### config.mk
export PLATFORM = sky130hd
export DESIGN_NAME = uart_lin_autobaud_ctrl
export DESIGN_NICKNAME = d
export VERILOG_FILES = /design/src/logic/ulac_pkg.sv /design/src/logic/ulac_line_if.sv /design/src/logic/uart_lin_autobaud_ctrl.sv /design/src/logic/ulac_rx_mon.sv
export SDC_FILE = /design/constraint.sdc
export NUM_CORES = 1
export LEC_CHECK = 0
export BUFFER_PORTS_ARGS = -buffer_cell sky130_fd_sc_hd__buf_4
export CAP_MARGIN = 20
export CORE_MARGIN = 3
export CORE_UTILIZATION = 45
export DETAILED_ROUTE_END_ITERATION = 8
export GPL_TIMING_DRIVEN = 0
export PLACE_DENSITY_LB_ADDON = 0.25
export SLEW_MARGIN = 30
export SYNTH_ARGS = -nofsm -noshare
export SYNTH_HDL_FRONTEND = slang
export SYNTH_SLANG_ARGS = --single-unit
### constraint.sdc
create_clock -name ref_clk_i -period 8.5 [get_ports ref_clk_i]
set_input_delay 0.425 -clock ref_clk_i [delete_from_list [all_inputs] [get_ports ref_clk_i]]
set_output_delay 0.425 -clock ref_clk_i [all_outputs]
set_load 0.1 [all_outputs]
### src/logic/ulac_pkg.sv
// constants and types shared by the protocol control block
// assumes one 25 MHz clock and byte addressed avalon registers
package ulac_pkg;
   // ==========================================================
   // register map (byte addresses)
   localparam logic [7:0]  OFS_CTRL = 8'h5C;   // protocol_control
   localparam logic [7:0]  OFS_IEN  = 8'h60;   // protocol_irq_enable
   localparam logic [7:0]  OFS_STS  = 8'h64;   // protocol_status
   localparam logic [7:0]  OFS_BAUD = 8'h68;   // bit period in clocks
   localparam logic [31:0] CTRL_RST = 32'h0000_0000;
   localparam logic [31:0] CTRL_WMSK = 32'h0000_03C7;
   localparam logic [2:0]  IEN_RST  = 3'h0;
   // ==========================================================
   // field positions
   localparam int CTL_WAKE = 9;   // data_wake_enable
   localparam int CTL_LINRX = 8;  // lin_rx_duplex_enable
   localparam int CTL_LINBRK = 7; // lin_tx_break_enable
   localparam int CTL_ABR = 6;    // autobaud_detect_enable
   localparam int CTL_EVEN = 2;   // even_odd_parity_select
   localparam int CTL_PAR = 1;    // parity_bit_on
   localparam int CTL_STOP = 0;   // stop_bit_count_select
   localparam int IEN_RLS = 2;    // rx_line_status_irq_enable
   localparam int IEN_ABR = 1;    // autobaud_irq_enable
   localparam int IEN_BRK = 0;    // lin_break_irq_enable
   localparam int STS_BUSY = 10;  // receiver busy, read only
   localparam int STS_ABD = 9;    // autobaud_done_flag
   localparam int STS_LBRK = 8;   // lin_break_seen_flag
   localparam int STS_BRK = 7;    // line break flag
   localparam int STS_FRM = 6;    // framing_error_flag
   localparam int STS_PERR = 5;   // parity_error_flag
   // ==========================================================
   // timing
   localparam int CLK_HZ = 25_000_000;
   localparam int BAUD_DEF = 115_200;
   localparam logic [15:0] BIT_CLKS = 16'(CLK_HZ / BAUD_DEF);
   localparam logic [3:0]  TX_BRK_BITS = 4'hD;  // 13 low bits
   localparam logic [4:0]  RX_LBRK_BITS = 5'h0C; // 12 low bits
   localparam logic [2:0]  AB_LAST = 3'h3;      // 4 detections
   typedef enum logic [2:0] {T_IDLE, T_BRK, T_DELIM, T_START, T_DATA,
                             T_PAR, T_STOP} ulac_tx_st_t;
   typedef enum logic [2:0] {R_IDLE, R_START, R_DATA, R_PAR,
                             R_STOP} ulac_rx_st_t;
endpackage

### src/logic/ulac_line_if.sv
// carrier between the register core and the receive line monitor
// assumes both ends share ref_clk_i
`timescale 1ns/1ns
`default_nettype none
interface ulac_line_if;
   logic [15:0] bit_period; // clocks per bit
   logic        parity_on;  // parity bit in frame
   logic        even_par;   // even parity when high
   logic        two_stop;   // two stop bits
   logic        lin_rx_en;  // lin slave break check
   logic        ab_en;      // autobaud running
   logic        frm_err;    // pulse: bad stop bit
   logic        par_err;    // pulse: bad parity
   logic        brk;        // pulse: low past a word
   logic        lin_brk;    // pulse: low past 12 bits
   logic        ab_done;    // pulse: one bit measured
   logic        ab_fin;     // pulse: detection over
   logic        rx_busy;    // receiver in a frame
   logic        fall;       // pulse: rx falling edge
   logic [15:0] ab_period;  // measured bit period
   modport ctrl (output bit_period, parity_on, even_par, two_stop,
                 lin_rx_en, ab_en, input frm_err, par_err, brk,
                 lin_brk, ab_done, ab_fin, rx_busy, fall, ab_period);
   modport mon (input bit_period, parity_on, even_par, two_stop,
                lin_rx_en, ab_en, output frm_err, par_err, brk,
                lin_brk, ab_done, ab_fin, rx_busy, fall, ab_period);
endinterface
`default_nettype wire

### src/logic/uart_lin_autobaud_ctrl.sv
// protocol control, interrupt enables and lin transmit for one uart
// assumes an avalon-mm master and rx_i synchronous to ref_clk_i
//
// Notes on behaviour
// RULE1: wake enable gates the data wake pulse
// RULE2: lin duplex enable turns on break check
// RULE3: break sends 13 low then 1 high
// RULE4: break enable clears after the break field
// RULE5: autobaud enable clears when detection finishes
// RULE6: detection sets done flag, irq if enabled
// RULE7: parity select: 0 odd, 1 even
// RULE8: parity select matters only with parity on
// RULE9: parity on adds a parity bit
// RULE10: stop select gives one or two stops
// RULE11: line status enable raises irq on 7:5
// RULE12: autobaud irq only while enabled
// RULE13: lin break irq only while enabled
// RULE14: interrupt enable register resets to zero
// RULE15: low past 12 bits sets lin break
// RULE16: each measured bit sets done flag
// RULE17: writing one to 7:5 clears all three
// RULE18: parity bit sits between data and stop
// RULE19: interrupt is or of gated flags
`timescale 1ns/1ns
`default_nettype none
module uart_lin_autobaud_ctrl (
   input  wire logic        ref_clk_i,         // 25 MHz clock
   input  wire logic        rstn_i,            // async reset, low
   input  wire logic [7:0]  avs_address_i,     // byte address
   input  wire logic        avs_read_i,        // read request
   input  wire logic        avs_write_i,       // write request
   input  wire logic [31:0] avs_writedata_i,   // write data
   input  wire logic [3:0]  avs_byteenable_i,  // byte lanes
   output logic      [31:0] avs_readdata_o,    // read data
   output logic             avs_waitrequest_o, // stall
   input  wire logic        rx_i,              // serial input
   output logic             tx_o,              // serial output
   input  wire logic [7:0]  tx_data_i,         // word to send
   input  wire logic        tx_valid_i,        // word offered
   output logic             tx_ready_o,        // word taken
   output logic             irq_o,             // level interrupt
   output logic             wake_o             // data wake pulse
);
   import ulac_pkg::*;
   // ==========================================================
   // state
   typedef struct packed {
      logic        ack;      // answer cycle of a request
      logic [31:0] rdata;    // read data
      logic [31:0] ctrl;     // protocol_control
      logic [2:0]  ien;      // protocol_irq_enable
      logic [9:5]  sts;      // sticky flags
      logic [15:0] bp;       // bit period
      ulac_tx_st_t st;       // transmit phase
      logic [15:0] cnt;      // bit timer
      logic [3:0]  bits;     // bits left in phase
      logic [7:0]  sh;       // data shifter
      logic        pbit;     // parity bit of word
      logic        tx;       // line level
      logic        rdy;      // ready for a word
      logic        irq;      // interrupt
      logic        wake;     // wake pulse
   } ulac_core_t;
   ulac_core_t s, n;
   ulac_line_if ln ();
   logic        req;          // any request
   logic        wr;           // write takes effect
   logic [31:0] wdat;         // byte masked write data
   logic [31:0] rd;           // read mux
   logic [9:5]  set;          // flag set events
   logic [9:5]  clr;          // flag clear strobes
   logic        bdone;        // bit time over
   logic [2:0]  cause;        // interrupt sources
   // ==========================================================
   // line monitor
   ulac_rx_mon u_mon (
      .ref_clk_i (ref_clk_i),
      .rstn_i    (rstn_i),
      .rx_i      (rx_i),
      .ln        (ln.mon)
   );
   assign ln.bit_period = s.bp;
   assign ln.parity_on = s.ctrl[CTL_PAR];
   assign ln.even_par = s.ctrl[CTL_EVEN];
   assign ln.two_stop = s.ctrl[CTL_STOP];
   assign ln.lin_rx_en = s.ctrl[CTL_LINRX];
   assign ln.ab_en = s.ctrl[CTL_ABR];
   // ==========================================================
   // next state
   always_comb begin
      n = s;
      req = avs_read_i | avs_write_i;
      wr = avs_write_i & s.ack;
      for (int b = 0; b < 4; b++) begin
         wdat[8*b +: 8] = avs_byteenable_i[b] ? avs_writedata_i[8*b +: 8] : 8'h00;
      end
      // one wait cycle, then the answer; released next edge
      n.ack = req & ~s.ack;
      // read mux, reserved bits read zero
      rd = 32'h0000_0000;
      if (avs_address_i == OFS_CTRL) begin
         rd = s.ctrl;
      end else if (avs_address_i == OFS_IEN) begin
         rd[2:0] = s.ien;
      end else if (avs_address_i == OFS_STS) begin
         rd[9:5] = s.sts;
         rd[STS_BUSY] = ln.rx_busy;
      end else if (avs_address_i == OFS_BAUD) begin
         rd[15:0] = s.bp;
      end
      if (avs_read_i & ~s.ack) n.rdata = rd;
      // software writes; unmapped addresses are ignored
      clr = 5'h00;
      if (wr && avs_address_i == OFS_CTRL) begin
         // plain overwrite so software can clear bits; reserved stay zero
         n.ctrl = wdat & CTRL_WMSK;
         for (int b = 0; b < 4; b++) begin
            if (!avs_byteenable_i[b]) n.ctrl[8*b +: 8] = s.ctrl[8*b +: 8];
         end
      end else if (wr && avs_address_i == OFS_IEN) begin
         if (avs_byteenable_i[0]) n.ien = wdat[2:0];
      end else if (wr && avs_address_i == OFS_STS) begin
         clr[STS_ABD] = wdat[STS_ABD];
         clr[STS_LBRK] = wdat[STS_LBRK];
         clr[7:5] = {3{|wdat[7:5]}};       // [RULE17]
      end else if (wr && avs_address_i == OFS_BAUD) begin
         if (avs_byteenable_i[0]) n.bp[7:0] = wdat[7:0];
         if (avs_byteenable_i[1]) n.bp[15:8] = wdat[15:8];
      end
      // sticky flags, a set wins over a clear in the same cycle
      set = {ln.ab_done, ln.lin_brk, ln.brk, ln.frm_err, ln.par_err};
      n.sts = (s.sts & ~clr) | set;       // [RULE6] [RULE15] [RULE16]
      if (ln.ab_done) n.bp = ln.ab_period;
      if (ln.ab_fin) n.ctrl[CTL_ABR] = 1'b0; // [RULE5]
      // interrupt: each flag gated by its enable
      cause[IEN_RLS] = s.ien[IEN_RLS] & (|s.sts[7:5]); // [RULE11]
      cause[IEN_ABR] = s.ien[IEN_ABR] & s.sts[STS_ABD]; // [RULE12]
      cause[IEN_BRK] = s.ien[IEN_BRK] & s.sts[STS_LBRK]; // [RULE13]
      n.irq = |cause;                     // [RULE19]
      n.wake = s.ctrl[CTL_WAKE] & ln.fall; // [RULE1]
      // transmitter
      bdone = (s.cnt == 16'h0000);
      if (s.st != T_IDLE) n.cnt = bdone ? s.bp - 16'h0001 : s.cnt - 16'h0001;
      case (s.st)
         T_IDLE: begin
            n.cnt = s.bp - 16'h0001;
            if (tx_valid_i && s.rdy) begin
               n.sh = tx_data_i;
               n.pbit = ^tx_data_i ^ ~s.ctrl[CTL_EVEN]; // [RULE7]
               if (s.ctrl[CTL_LINBRK]) begin
                  n.st = T_BRK;
                  n.bits = TX_BRK_BITS - 4'h1;  // [RULE3]
               end else begin
                  n.st = T_START;
               end
            end
         end
         T_BRK: begin
            if (bdone) begin
               n.bits = s.bits - 4'h1;
               if (s.bits == 4'h0) n.st = T_DELIM;
            end
         end
         T_DELIM: begin
            if (bdone) begin
               n.st = T_START;
               n.ctrl[CTL_LINBRK] = 1'b0;       // [RULE4]
            end
         end
         T_START: begin
            if (bdone) begin
               n.st = T_DATA;
               n.bits = 4'h7;
            end
         end
         T_DATA: begin
            if (bdone) begin
               n.sh = {1'b0, s.sh[7:1]};
               n.bits = s.bits - 4'h1;
               if (s.bits == 4'h0) begin
                  n.st = s.ctrl[CTL_PAR] ? T_PAR : T_STOP; // [RULE8] [RULE9] [RULE18]
                  n.bits = {3'h0, s.ctrl[CTL_STOP]};       // [RULE10]
               end
            end
         end
         T_PAR: begin
            if (bdone) n.st = T_STOP;
         end
         default: begin
            if (bdone) begin
               n.bits = s.bits - 4'h1;
               if (s.bits == 4'h0) n.st = T_IDLE;
            end
         end
      endcase
      case (n.st)
         T_BRK, T_START: n.tx = 1'b0;
         T_DATA: n.tx = n.sh[0];
         T_PAR: n.tx = n.pbit;
         default: n.tx = 1'b1;
      endcase
      n.rdy = (n.st == T_IDLE) && !(tx_valid_i && s.rdy);
   end
   // ==========================================================
   // registers
   always_ff @(posedge ref_clk_i or negedge rstn_i) begin
      if (!rstn_i) begin
         s <= '0;
         s.ctrl <= CTRL_RST;
         s.ien <= IEN_RST;                // [RULE14]
         s.bp <= BIT_CLKS;
         s.st <= T_IDLE;
         s.tx <= 1'b1;
         s.rdy <= 1'b1;
      end else begin
         s <= n;
      end
   end
   assign avs_readdata_o = s.rdata;
   assign avs_waitrequest_o = ~s.ack;
   assign tx_o = s.tx;
   assign tx_ready_o = s.rdy;
   assign irq_o = s.irq;
   assign wake_o = s.wake;
   // ==========================================================
   // checks
   logic [31:0] lo_run;               // cycles spent in break
   always_ff @(posedge ref_clk_i or negedge rstn_i) begin
      if (!rstn_i) lo_run <= 32'h0000_0000;
      else if (s.st == T_BRK) lo_run <= lo_run + 32'h0000_0001;
      else lo_run <= 32'h0000_0000;
   end
endmodule
`default_nettype wire

### src/logic/ulac_rx_mon.sv
// receive line monitor: frame checker, break and autobaud timing
// assumes rx_i is already synchronous to ref_clk_i
`timescale 1ns/1ns
`default_nettype none
module ulac_rx_mon (
   input  wire logic ref_clk_i, // functional clock
   input  wire logic rstn_i,    // async reset, low
   input  wire logic rx_i,      // serial input
   ulac_line_if.mon  ln         // config in, events out
);
   import ulac_pkg::*;
   // ==========================================================
   // state
   typedef struct packed {
      logic        rx_q;                 // last rx sample
      ulac_rx_st_t st;                   // receiver phase
      logic [15:0] cnt;                  // bit timer
      logic [3:0]  bits;                 // bits left
      logic        pacc;                 // parity of data
      logic [15:0] low_clk;              // low time in bit
      logic [4:0]  low_bits;             // whole low bits
      logic        arm;                  // autobaud armed
      logic [2:0]  ab_n;                 // detections so far
      logic [16:0] ab_iv;                // edge interval
      logic        fe, pe, brk, lbrk, abd, abf, busy, fall;
      logic [15:0] ab_per;               // measured period
   } ulac_mon_t;
   ulac_mon_t s, n;
   logic [4:0] word_bits;               // start+data+par+stops
   logic       fell;                    // falling edge seen
   // ==========================================================
   // next state
   always_comb begin
      n = s;
      n.rx_q = rx_i;
      {n.fe, n.pe, n.brk, n.lbrk, n.abd, n.abf} = 6'h00;
      fell = s.rx_q & ~rx_i;
      n.fall = fell;
      word_bits = 5'h0A + {4'h0, ln.parity_on} + {4'h0, ln.two_stop};
      // low duration, counted in whole bits, saturating
      if (rx_i) begin
         n.low_clk = 16'h0000;
         n.low_bits = 5'h00;
      end else if (s.low_clk == ln.bit_period - 16'h0001) begin
         n.low_clk = 16'h0000;
         if (s.low_bits != 5'h1F) n.low_bits = s.low_bits + 5'h01;
      end else begin
         n.low_clk = s.low_clk + 16'h0001;
      end
      // one pulse when low has just outlasted the limit
      if (!rx_i && s.low_clk == 16'h0000 && s.low_bits != 5'h00) begin
         n.brk = (s.low_bits == word_bits);
         n.lbrk = ln.lin_rx_en && (s.low_bits == RX_LBRK_BITS); // [RULE2] [RULE15]
      end
      // frame receiver, sampling mid bit
      case (s.st)
         R_IDLE: begin
            if (fell) begin
               n.st = R_START;
               n.cnt = ln.bit_period >> 1;
            end
         end
         R_START: begin
            if (s.cnt != 16'h0000) n.cnt = s.cnt - 16'h0001;
            else if (rx_i) n.st = R_IDLE; // glitch, not a start
            else begin
               n.st = R_DATA;
               n.cnt = ln.bit_period - 16'h0001;
               n.bits = 4'h7;
               n.pacc = 1'b0;
            end
         end
         R_DATA: begin
            if (s.cnt != 16'h0000) n.cnt = s.cnt - 16'h0001;
            else begin
               n.cnt = ln.bit_period - 16'h0001;
               n.pacc = s.pacc ^ rx_i;
               n.bits = s.bits - 4'h1;
               if (s.bits == 4'h0) begin
                  n.st = ln.parity_on ? R_PAR : R_STOP; // [RULE9] [RULE18]
                  n.bits = {3'h0, ln.two_stop};          // [RULE10]
               end
            end
         end
         R_PAR: begin
            if (s.cnt != 16'h0000) n.cnt = s.cnt - 16'h0001;
            else begin
               n.cnt = ln.bit_period - 16'h0001;
               n.pe = s.pacc ^ rx_i ^ ~ln.even_par; // [RULE7] [RULE8]
               n.st = R_STOP;
            end
         end
         default: begin
            if (s.cnt != 16'h0000) n.cnt = s.cnt - 16'h0001;
            else begin
               n.cnt = ln.bit_period - 16'h0001;
               n.fe = ~rx_i;
               n.bits = s.bits - 4'h1;
               if (s.bits == 4'h0) n.st = R_IDLE;
            end
         end
      endcase
      n.busy = (n.st != R_IDLE);
      // autobaud: measure between falling edges of a 0x55 pattern
      if (s.ab_iv != 17'h1FFFF) n.ab_iv = s.ab_iv + 17'h00001;
      if (!ln.ab_en) begin
         n.arm = 1'b0;
         n.ab_n = 3'h0;
      end else if (fell) begin
         n.ab_iv = 17'h00001;
         n.arm = 1'b1;
         if (s.arm) begin
            n.abd = 1'b1;                      // [RULE16]
            n.ab_per = s.ab_iv[16:1];          // two bits per interval
            n.ab_n = s.ab_n + 3'h1;
            if (s.ab_n == AB_LAST) begin
               n.abf = 1'b1;                   // [RULE5]
               n.arm = 1'b0;
            end
         end
      end
   end
   // ==========================================================
   // registers
   always_ff @(posedge ref_clk_i or negedge rstn_i) begin
      if (!rstn_i) begin
         s <= '0;
         s.rx_q <= 1'b1;
      end else begin
         s <= n;
      end
   end
   assign ln.frm_err = s.fe;
   assign ln.par_err = s.pe;
   assign ln.brk = s.brk;
   assign ln.lin_brk = s.lbrk;
   assign ln.ab_done = s.abd;
   assign ln.ab_fin = s.abf;
   assign ln.rx_busy = s.busy;
   assign ln.fall = s.fall;
   assign ln.ab_period = s.ab_per;
endmodule
`default_nettype wire

==> results of run 1 <==
## critical path: cells and delay by family, from the launching register on
kind	cells	cell delay (ps)
xor+xnor	2	540
fa+ha+maj	1	140
buf+inv	3	620
flops	1	460
mux	1	350
simple gates	4	1280
## registers in the layout, indices dropped and copies added (netlist names), 16 cells and up
signal              cells
u_mon.s                67
s                      43
avs_readdata_o         16
ln.bit_period          16
u_mon.ln.ab_period     16
## layout make-up
| type | count | area share (%) |
|---|---|---|
| tap | 275 | 3.04 |
| inverter | 31 | 1.03 |
| timing repair buffer | 63 | 4.61 |
| clock inverter | 15 | 1.83 |
| buffer | 84 | 4.08 |
| multi-input combinational | 730 | 42.9 |
| clock buffer | 17 | 3.75 |
| sequential | 175 | 38.7 |
## worst max path at each step
stage	start	to	slack [ps]	depth (start not counted)
after global placement	ln.bit_period[10]	u_mon.s[47]	5070	8
after CTS	ln.bit_period[1]	u_mon.s[47]	5010	11
after floorplan	ln.bit_period[2]	u_mon.s[47]	5510	9
after global routing	ln.bit_period[1]	u_mon.s[47]	4820	11
final	ln.bit_period[1]	u_mon.s[45]	4980	11
after detailed placement	ln.bit_period[1]	u_mon.s[45]	5030	11
## logic make-up after synthesis
| kind of cell | count (synthesis) | synth area share, % |
|---|---|---|
| other | 1 | 0.0384 |
| muxes | 43 | 4.75 |
| adders and majority gates | 16 | 2.05 |
| AOI/OAI and AO/OA | 200 | 14.6 |
| and+or+nand+nor | 366 | 19.4 |
| buffers and inverters | 115 | 5.93 |
| DFF | 175 | 44.9 |
| xor gates and xnor gates | 89 | 8.26 |
## where the power goes
part           leakage, uW  switching (uW)  total [uW]  internal (uW)
clock             0.000307             403         834            431
sequential         0.00223            97.1        1030            936
combinational      0.00259             275         453            178
## per-layer routing
layer / wire length [um] / vias up / track usage (%) / part of all wire [%]
met5: 0 / - / 0 / 0
li1: - / 3726 / - / -
met3: 1360 / 27 / 4.42 / 5.6
met1: 11200 / 3779 / 29.1 / 46
met4: 388 / 0 / 5.63 / 1.6
met2: 11400 / 198 / 32.8 / 47
## metrics by stage
stage          worst slack [ps]  cell area [um2]  total power [uW]  instances  util (%)
2_1_floorplan              5510             9820              1370       1020         -
3_3_place_gp               5070            10600              1480       1355      50.2
3_5_place_dp               5030            10700              1500       1357      50.5
4_1_cts                    5010            11300              2340       1390      53.6
5_1_grt                    4820            11300              2430       1390      53.6
6_report                   4980            11300              2320       1390      53.6
## synthesized netlist by cell type (5+ instances only)
master,number,area [um2]
nor3_1,19,95.1
nand4_1,8,50.1
and3_1,13,81.3
nand2_1,103,387
dfrtp_1,167,4180
and4_1,6,52.6
nor2b_1,12,75.1
mux2i_1,16,160
o221ai_1,5,43.8
mux2_2,25,282
o211ai_1,12,90.1
buf_4,33,248
dfstp_2,8,210
nand3_1,26,130
or3_1,12,75.1
xnor2_1,42,368
xor2_1,45,394
o21ai_0,40,200
a222oi_1,6,60.1
a22oi_1,28,210
nand2b_1,12,75.1
o31ai_1,5,37.5
o21ai_1,12,60.1
or4_1,7,52.6
a2bb2oi_1,10,87.6
inv_1,31,116
a31oi_1,6,37.5
clkbuf_1,43,161
a21oi_1,28,140
nor3b_1,9,67.6
a22o_1,11,96.3
ha_1,16,200
nor2_1,90,338
nor4_1,12,75.1
and2_1,8,50.1
==> flow_summary_export.csv, run 1 <==
group,metric,value,unit
status,run_status,"finished clean",
setup_path,cp_slowest_stage_delay,460,ps
floorplanning,die-width,153,um
sta,fmax,0.284,GHz
grt,groute.usage.overall,20.7,%
detailed_routing,wl,24.3,mm
setup_path,end_kind,"flop",
layout,fill_cells,1938,
setup_path,critical-path-slowest-cell,"dfrtp_1",
floorplanning,num_rows,53,
logic_synthesis,synth-edff-count,0,
logic_synthesis,syn_area,0.00977,mm2
sta,final_max_slew_viol_count,0,
layout,nets,1176,
sta,timing.final.crit_period,3520,ps
setup_path,setup.worst_path.start_class,"flop",
cts,clock_tree.htree_level_count,4,
grt,grt_first_pass_wirelength,39.3,mm
cts,clock_tree_from_tritoncts,"yes",
cts,cts.sinks,175,
setup_path,crit_top_cell,"clkbuf_1",
logic_synthesis,async_reset_ff_share,100,%
power_and_ir_drop,leakagePower,0.00513,uW
layout,post_route_cells_drive_above_1_share,16.9,%
run,maxCapViolations,0,
power_and_ir_drop,power.density_cell_area,205,mW/mm2
detailed_routing,initialDrtViolationCount,572,
setup_path,worst_ep_required_time,8830,ps
sta,final_worst_clock_skew,9.60,ps
worst_hold_path,worst_hold_path_type,"primary input to flop",
layout,area.growth.synth_to_final,16.0,%
sta,final-hold-violation-count,0,
worst_hold_path,timing.hold.worst_endpoint,"u_mon.s[90]",
detailed_routing,vias_per_cell,5.56,
logic_synthesis,postSynthCellCount,1005,
logic_synthesis,dominantRegCellSynth,"dfrtp_1",
cts,path_clk_slew,80,ps
floorplanning,dieArea,0.0235,mm2
sta,final_sum_of_negative_setup_slack,0,ps
layout,most_frequent_cells_in_the_layout,"dfrtp_1 (167), nand2_1 (103), buf_4 (92)",
setup_path,worstPathCellList,"inv_1 > ha_1 > clkbuf_1 > or4b_1 > clkbuf_1 > nor4_1 > xnor2_1 > xor2_1 > nand3_2 > nor3_4 > mux2_1",
floorplanning,die_y,153,um
cts,clk-insertion-delay-late,450,ps
sta,max-slew-margin-rel,37.7,%
setup_path,crit_arrival,3840,ps
layout,antenna_diode_count,0,
floorplanning,boundaryPins,95,
place,post-dp-hpwl,17.5,mm
setup_path,worst-setup-path-type,"flop to flop",
logic_synthesis,ys.warnings.count,0,
detailed_routing,via_total_after_detailed_routing,7730,
sta,grt_setup_unrepaired,"no",
sta,hold_ws,122,ps
floorplanning,floorplan.core_area,0.0212,mm2
grt,grt.overflow.total,0,
detailed_routing,final_antenna_net_count,0,
cts,cts_made_buffers,17,
setup_path,r2r-start,"ln.bit_period[1]",
logic_synthesis,avgSynthCellArea,9.72,um2
detailed_routing,detail_route.wl_per_cell,17.5,um
logic_synthesis,synth_seq_area_share,44.9,%
worst_hold_path,hold-path-cell-count,1,
cts,clock_path_buffers,2,
cts,root_buffer,"clkbuf_16",
logic_synthesis,post_synth_num_cell_types,83,
place,port_buffers,60,
grt,grt_antenna_before_repair,0,
logic_synthesis,postSynthRegisterBits,175,
worst_hold_path,hold_path.startpoint,"rx_i",
grt,grt_start_max_net_pins,73,
layout,seq_area,0.00439,mm2
floorplanning,initial_utilization,46.2,%
setup_path,worst-path-max-fanout,8,
cts,cts_repair_resize_count,0,
sta,worst-slew-pin-transition,934,ps
setup_path,r2r-end,"u_mon.s[45]",
grt,grt_pass1_vias,7364,
setup_path,worstRegToRegCells,11,
detailed_routing,detail_route.first_pass.iterations,5,
layout,multi_input_area,0.00487,mm2
place,globalplace.congestion,0.888,
sta,setup_violations,0,
detailed_routing,drcViolationCount,0,
cts,cts_hold_repair.buffers,1,
cts,postCtsSetupBuffers,0,
setup_path,reg2reg_slack,4980,ps
power_and_ir_drop,worst_ir_drop_vdd,0.137,mV
sta,min_period_over_period,41.4,%
layout,layout.cells.most_common,"dfrtp_1",
Power figures use the tool's default switching activity.
==> inputs of run 2 (changes only) <==
--- a/config.mk
+++ b/config.mk
@@ -5,6 +5,7 @@
 export SDC_FILE = /design/constraint.sdc
 export NUM_CORES = 1
 export LEC_CHECK = 0
+export ABC_AREA = 1
 export BUFFER_PORTS_ARGS = -buffer_cell sky130_fd_sc_hd__buf_4
 export CAP_MARGIN = 20
 export CORE_MARGIN = 3
==> constraint.sdc (replaced) <==
create_clock -name ref_clk_i -period 3.7 [get_ports ref_clk_i]
set_input_delay 0.185 -clock ref_clk_i [delete_from_list [all_inputs] [get_ports ref_clk_i]]
set_output_delay 0.185 -clock ref_clk_i [all_outputs]
set_load 0.1 [all_outputs]
==> run 2 against run 1 <==
Compared with the run above:
- register-to-register slack lost 3900 ps
- sequential cell count is the same
- area after synthesis grew 3.7%
- final area grew 3.6%
- synthesized cell count grew 32%
- sequential power grew to 2.5 times the previous value
- clock power grew 120%
- critical path depth grew 1
- critical endpoint is now u_mon.s[46]
- largest cell class unchanged
==> flow_summary_export.csv, run 2 <==
group,metric,value,unit
setup_path,combined_buffer_and_inverter_count_along_the_critical_path,2,
cts,clock_tree.htree_level_count,4,
logic_synthesis,synth-edff-count,0,
detailed_routing,via_total_after_detailed_routing,9210,
worst_hold_path,hold-path-cell-count,3,
setup_path,worstPathCellList,"inv_2 > ha_1 > xor2_1 > xor2_1 > nand3_1 > nor3_2 > nand3_2 > nand2_2 > buf_6 > nand2_4 > nand2_1 > nand2_1",
logic_synthesis,postSynthCellCount,1324,
cts,postCtsSetupBuffers,0,
floorplanning,num_rows,54,
cts,cts_repair_resize_count,0,
cts,path_clk_slew,80,ps
grt,grt_first_pass_wirelength,44.6,mm
sta,final-hold-violation-count,0,
setup_path,critical_path_depth,12,
layout,antenna_diode_count,0,
detailed_routing,detail_route.first_pass.iterations,5,
layout,largest_reg_flops,67,
place,placement.setup.worst_slack,1050,ps
place,port_buffers,59,
run,maxCapViolations,0,
layout,top_regs,"u_mon.s x67, s x43",
logic_synthesis,netlist_top_cells_area,"dfrtp_1 (41%), nand2_1 (11%), inv_1 (6.8%)",
sta,worst-slew-pin-transition,914,ps
logic_synthesis,synth_top_family_by_area,"simple AND/OR/NAND/NOR gates",
place,globalplace.congestion,0.915,
sta,final_max_slew_viol_count,0,
logic_synthesis,yosys-top-cells-count,"nand2_1 (298), inv_1 (184), dfrtp_1 (167)",
floorplanning,die-width,156,um
detailed_routing,vias_per_cell,5.35,
logic_synthesis,synth_seq_area_share,43.3,%
grt,grt_antenna_before_repair,0,
logic_synthesis,yosys.cell_count.top_type,"nand2_1",
worst_hold_path,worst_hold_path_type,"primary input to flop",
sta,layout_setup_ws,1100,ps
layout,max_flop_register,"u_mon.s",
logic_synthesis,dominantRegCellSynth,"dfrtp_1",
cts,clock_path_buffers,2,
cts,clk-insertion-delay-late,440,ps
power_and_ir_drop,worst_ir_drop_vdd,0.380,mV
logic_synthesis,syn_area,0.0101,mm2
setup_path,crit_arrival,2930,ps
sta,final_sum_of_negative_setup_slack,0,ps
sta,final_worst_clock_skew,14.6,ps
cts,cts.sinks,175,
setup_path,end_kind,"flop",
grt,grt.overflow.total,0,
detailed_routing,detail_route.wl_per_cell,16.1,um
cts,root_buffer,"clkbuf_16",
logic_synthesis,avgSynthCellArea,7.65,um2
layout,nets,1504,
sta,timing.final.crit_period,2600,ps
sta,fmax,0.385,GHz
floorplanning,die_y,156,um
cts,clock_tree_from_tritoncts,"yes",
logic_synthesis,synth_fa_ha_area_share,1.98,%
setup_path,worst-path-max-fanout,10,
detailed_routing,initialDrtViolationCount,740,
floorplanning,initial_utilization,46.1,%
grt,groute.usage.overall,23.0,%
grt,grt_pass1_vias,8625,
layout,area.growth.synth_to_final,16.0,%
detailed_routing,drcViolationCount,0,
setup_path,cpLargestDelayFamily,"simple AND/OR/NAND/NOR gates",
power_and_ir_drop,power.density_cell_area,572,mW/mm2
detailed_routing,final_antenna_net_count,0,
layout,post_route_cells_drive_above_1_share,12.1,%
place,post-dp-hpwl,21.2,mm
power_and_ir_drop,leakagePower,0.00569,uW
logic_synthesis,synth_top_area_share,41.3,%
sta,setup_violations,0,
logic_synthesis,post_synth_num_cell_types,51,
floorplanning,boundaryPins,95,
setup_path,cp_slowest_stage_delay,560,ps
logic_synthesis,async_reset_ff_share,100,%
sta,min_period_over_period,70.2,%
logic_synthesis,ys.warnings.count,0,
grt,grt_start_max_net_pins,83,
logic_synthesis,post_synthesis_share_of_cell_area_spent_on_and_or_nand_and_nor_gates,26.6,%
setup_path,critical-path-slowest-cell,"dfstp_2",
cts,cts_made_buffers,17,
logic_synthesis,synth_largest_area_cell,"dfrtp_1",
detailed_routing,wl,27.7,mm
setup_path,worstRegToRegCells,12,
setup_path,setup.worst_path.start_class,"flop",
floorplanning,dieArea,0.0243,mm2
floorplanning,floorplan.core_area,0.0220,mm2
setup_path,worst-setup-path-type,"flop to flop",
logic_synthesis,postSynthRegisterBits,175,
layout,layout.cells.most_common,"nand2_1",
logic_synthesis,complex_gate_fraction_of_the_synthesized_area,13.9,%
logic_synthesis,muxShareOfSynthArea,0,%
sta,max-slew-margin-rel,38.5,%
logic_synthesis,synth-xor-area-share,3.72,%
setup_path,worst_ep_required_time,4030,ps
status,run_status,"finished clean",
sta,grt_setup_unrepaired,"no",
layout,most_frequent_cells_in_the_layout,"nand2_1 (298), inv_1 (184), dfrtp_1 (167)",
run 2: final cells by class:
class | instances | area, um2
sequential | 175 | 4390
tap | 280 | 350
clock buffer | 17 | 425
buffer | 53 | 337
clock inverter | 15 | 171
timing repair buffer | 72 | 616
fill | 2103 | 10200
multi-input combinational | 921 | 4740
inverter | 190 | 713
run 2: power by group:
group / internal (uW) / total (uW) / switching (uW)
clock network: 911 / 1810 / 902
logic: 718 / 2330 / 1610
registers: 2260 / 2580 / 320
run 2: cell families after synthesis:
group | Yosys count
xor gates and xnor gates | 43
and+or+nand+nor | 612
buffers and inverters | 243
other | 1
DFF | 175
adders and majority gates | 16
AOI/OAI and AO/OA | 234
run 2: layer usage:
metal	up-vias	GRT usage, %	share of wire [%]
li1	4556	-	-
met1	4332	32.8	46
met2	275	36.0	46
met3	47	3.86	5.8
met4	0	6.94	2.3
met5	-	0	0
run 2: worst paths after layout:
| check | from | end | slack, ps |
|---|---|---|---|
| max | ln.bit_period[0] | u_mon.s[46] | 1100 |
| min | tx_data_i[5] | s[10] | 4 |
| max reg2reg | ln.bit_period[0] | u_mon.s[46] | 1100 |
| min reg2reg | u_mon.ln.brk | s[54] | 440 |
| max in group asynchronous | rstn_i | ln.bit_period[7] | 2470 |
| min in group asynchronous | rstn_i | s[27] | 200 |
run 2: what timing repair did:
item / 4_1_cts / 5_1_grt
hold endpoints to repair: 98 / 0
hold buffers: 11 / 0
setup endpoints to repair: 0 / 0
run 2: worst register-to-register path, stage by stage, from the launching register on:
cell and delay (ps):
dfstp_2 560, inv_2 110, ha_1 290, xor2_1 400
xor2_1 180, nand3_1 120, nor3_2 230, nand3_2 160
nand2_2 110, buf_6 150, nand2_4 80, nand2_1 70
nand2_1 50
run 2: per-stage QoR:
step | power (uW) | util (%) | hold slack (ps) | cell area (um2) | cells
2_1_floorplan | 4230 | - | -111 | 10200 | 1339
3_3_place_gp | 4870 | 50.0 | 330 | 11000 | 1678
3_5_place_dp | 4900 | 50.3 | 70.5 | 11000 | 1680
4_1_cts | 6730 | 53.5 | 2.13 | 11700 | 1723
5_1_grt | 7160 | 53.5 | 17.1 | 11700 | 1723
6_report | 6720 | 53.5 | 4.24 | 11700 | 1723
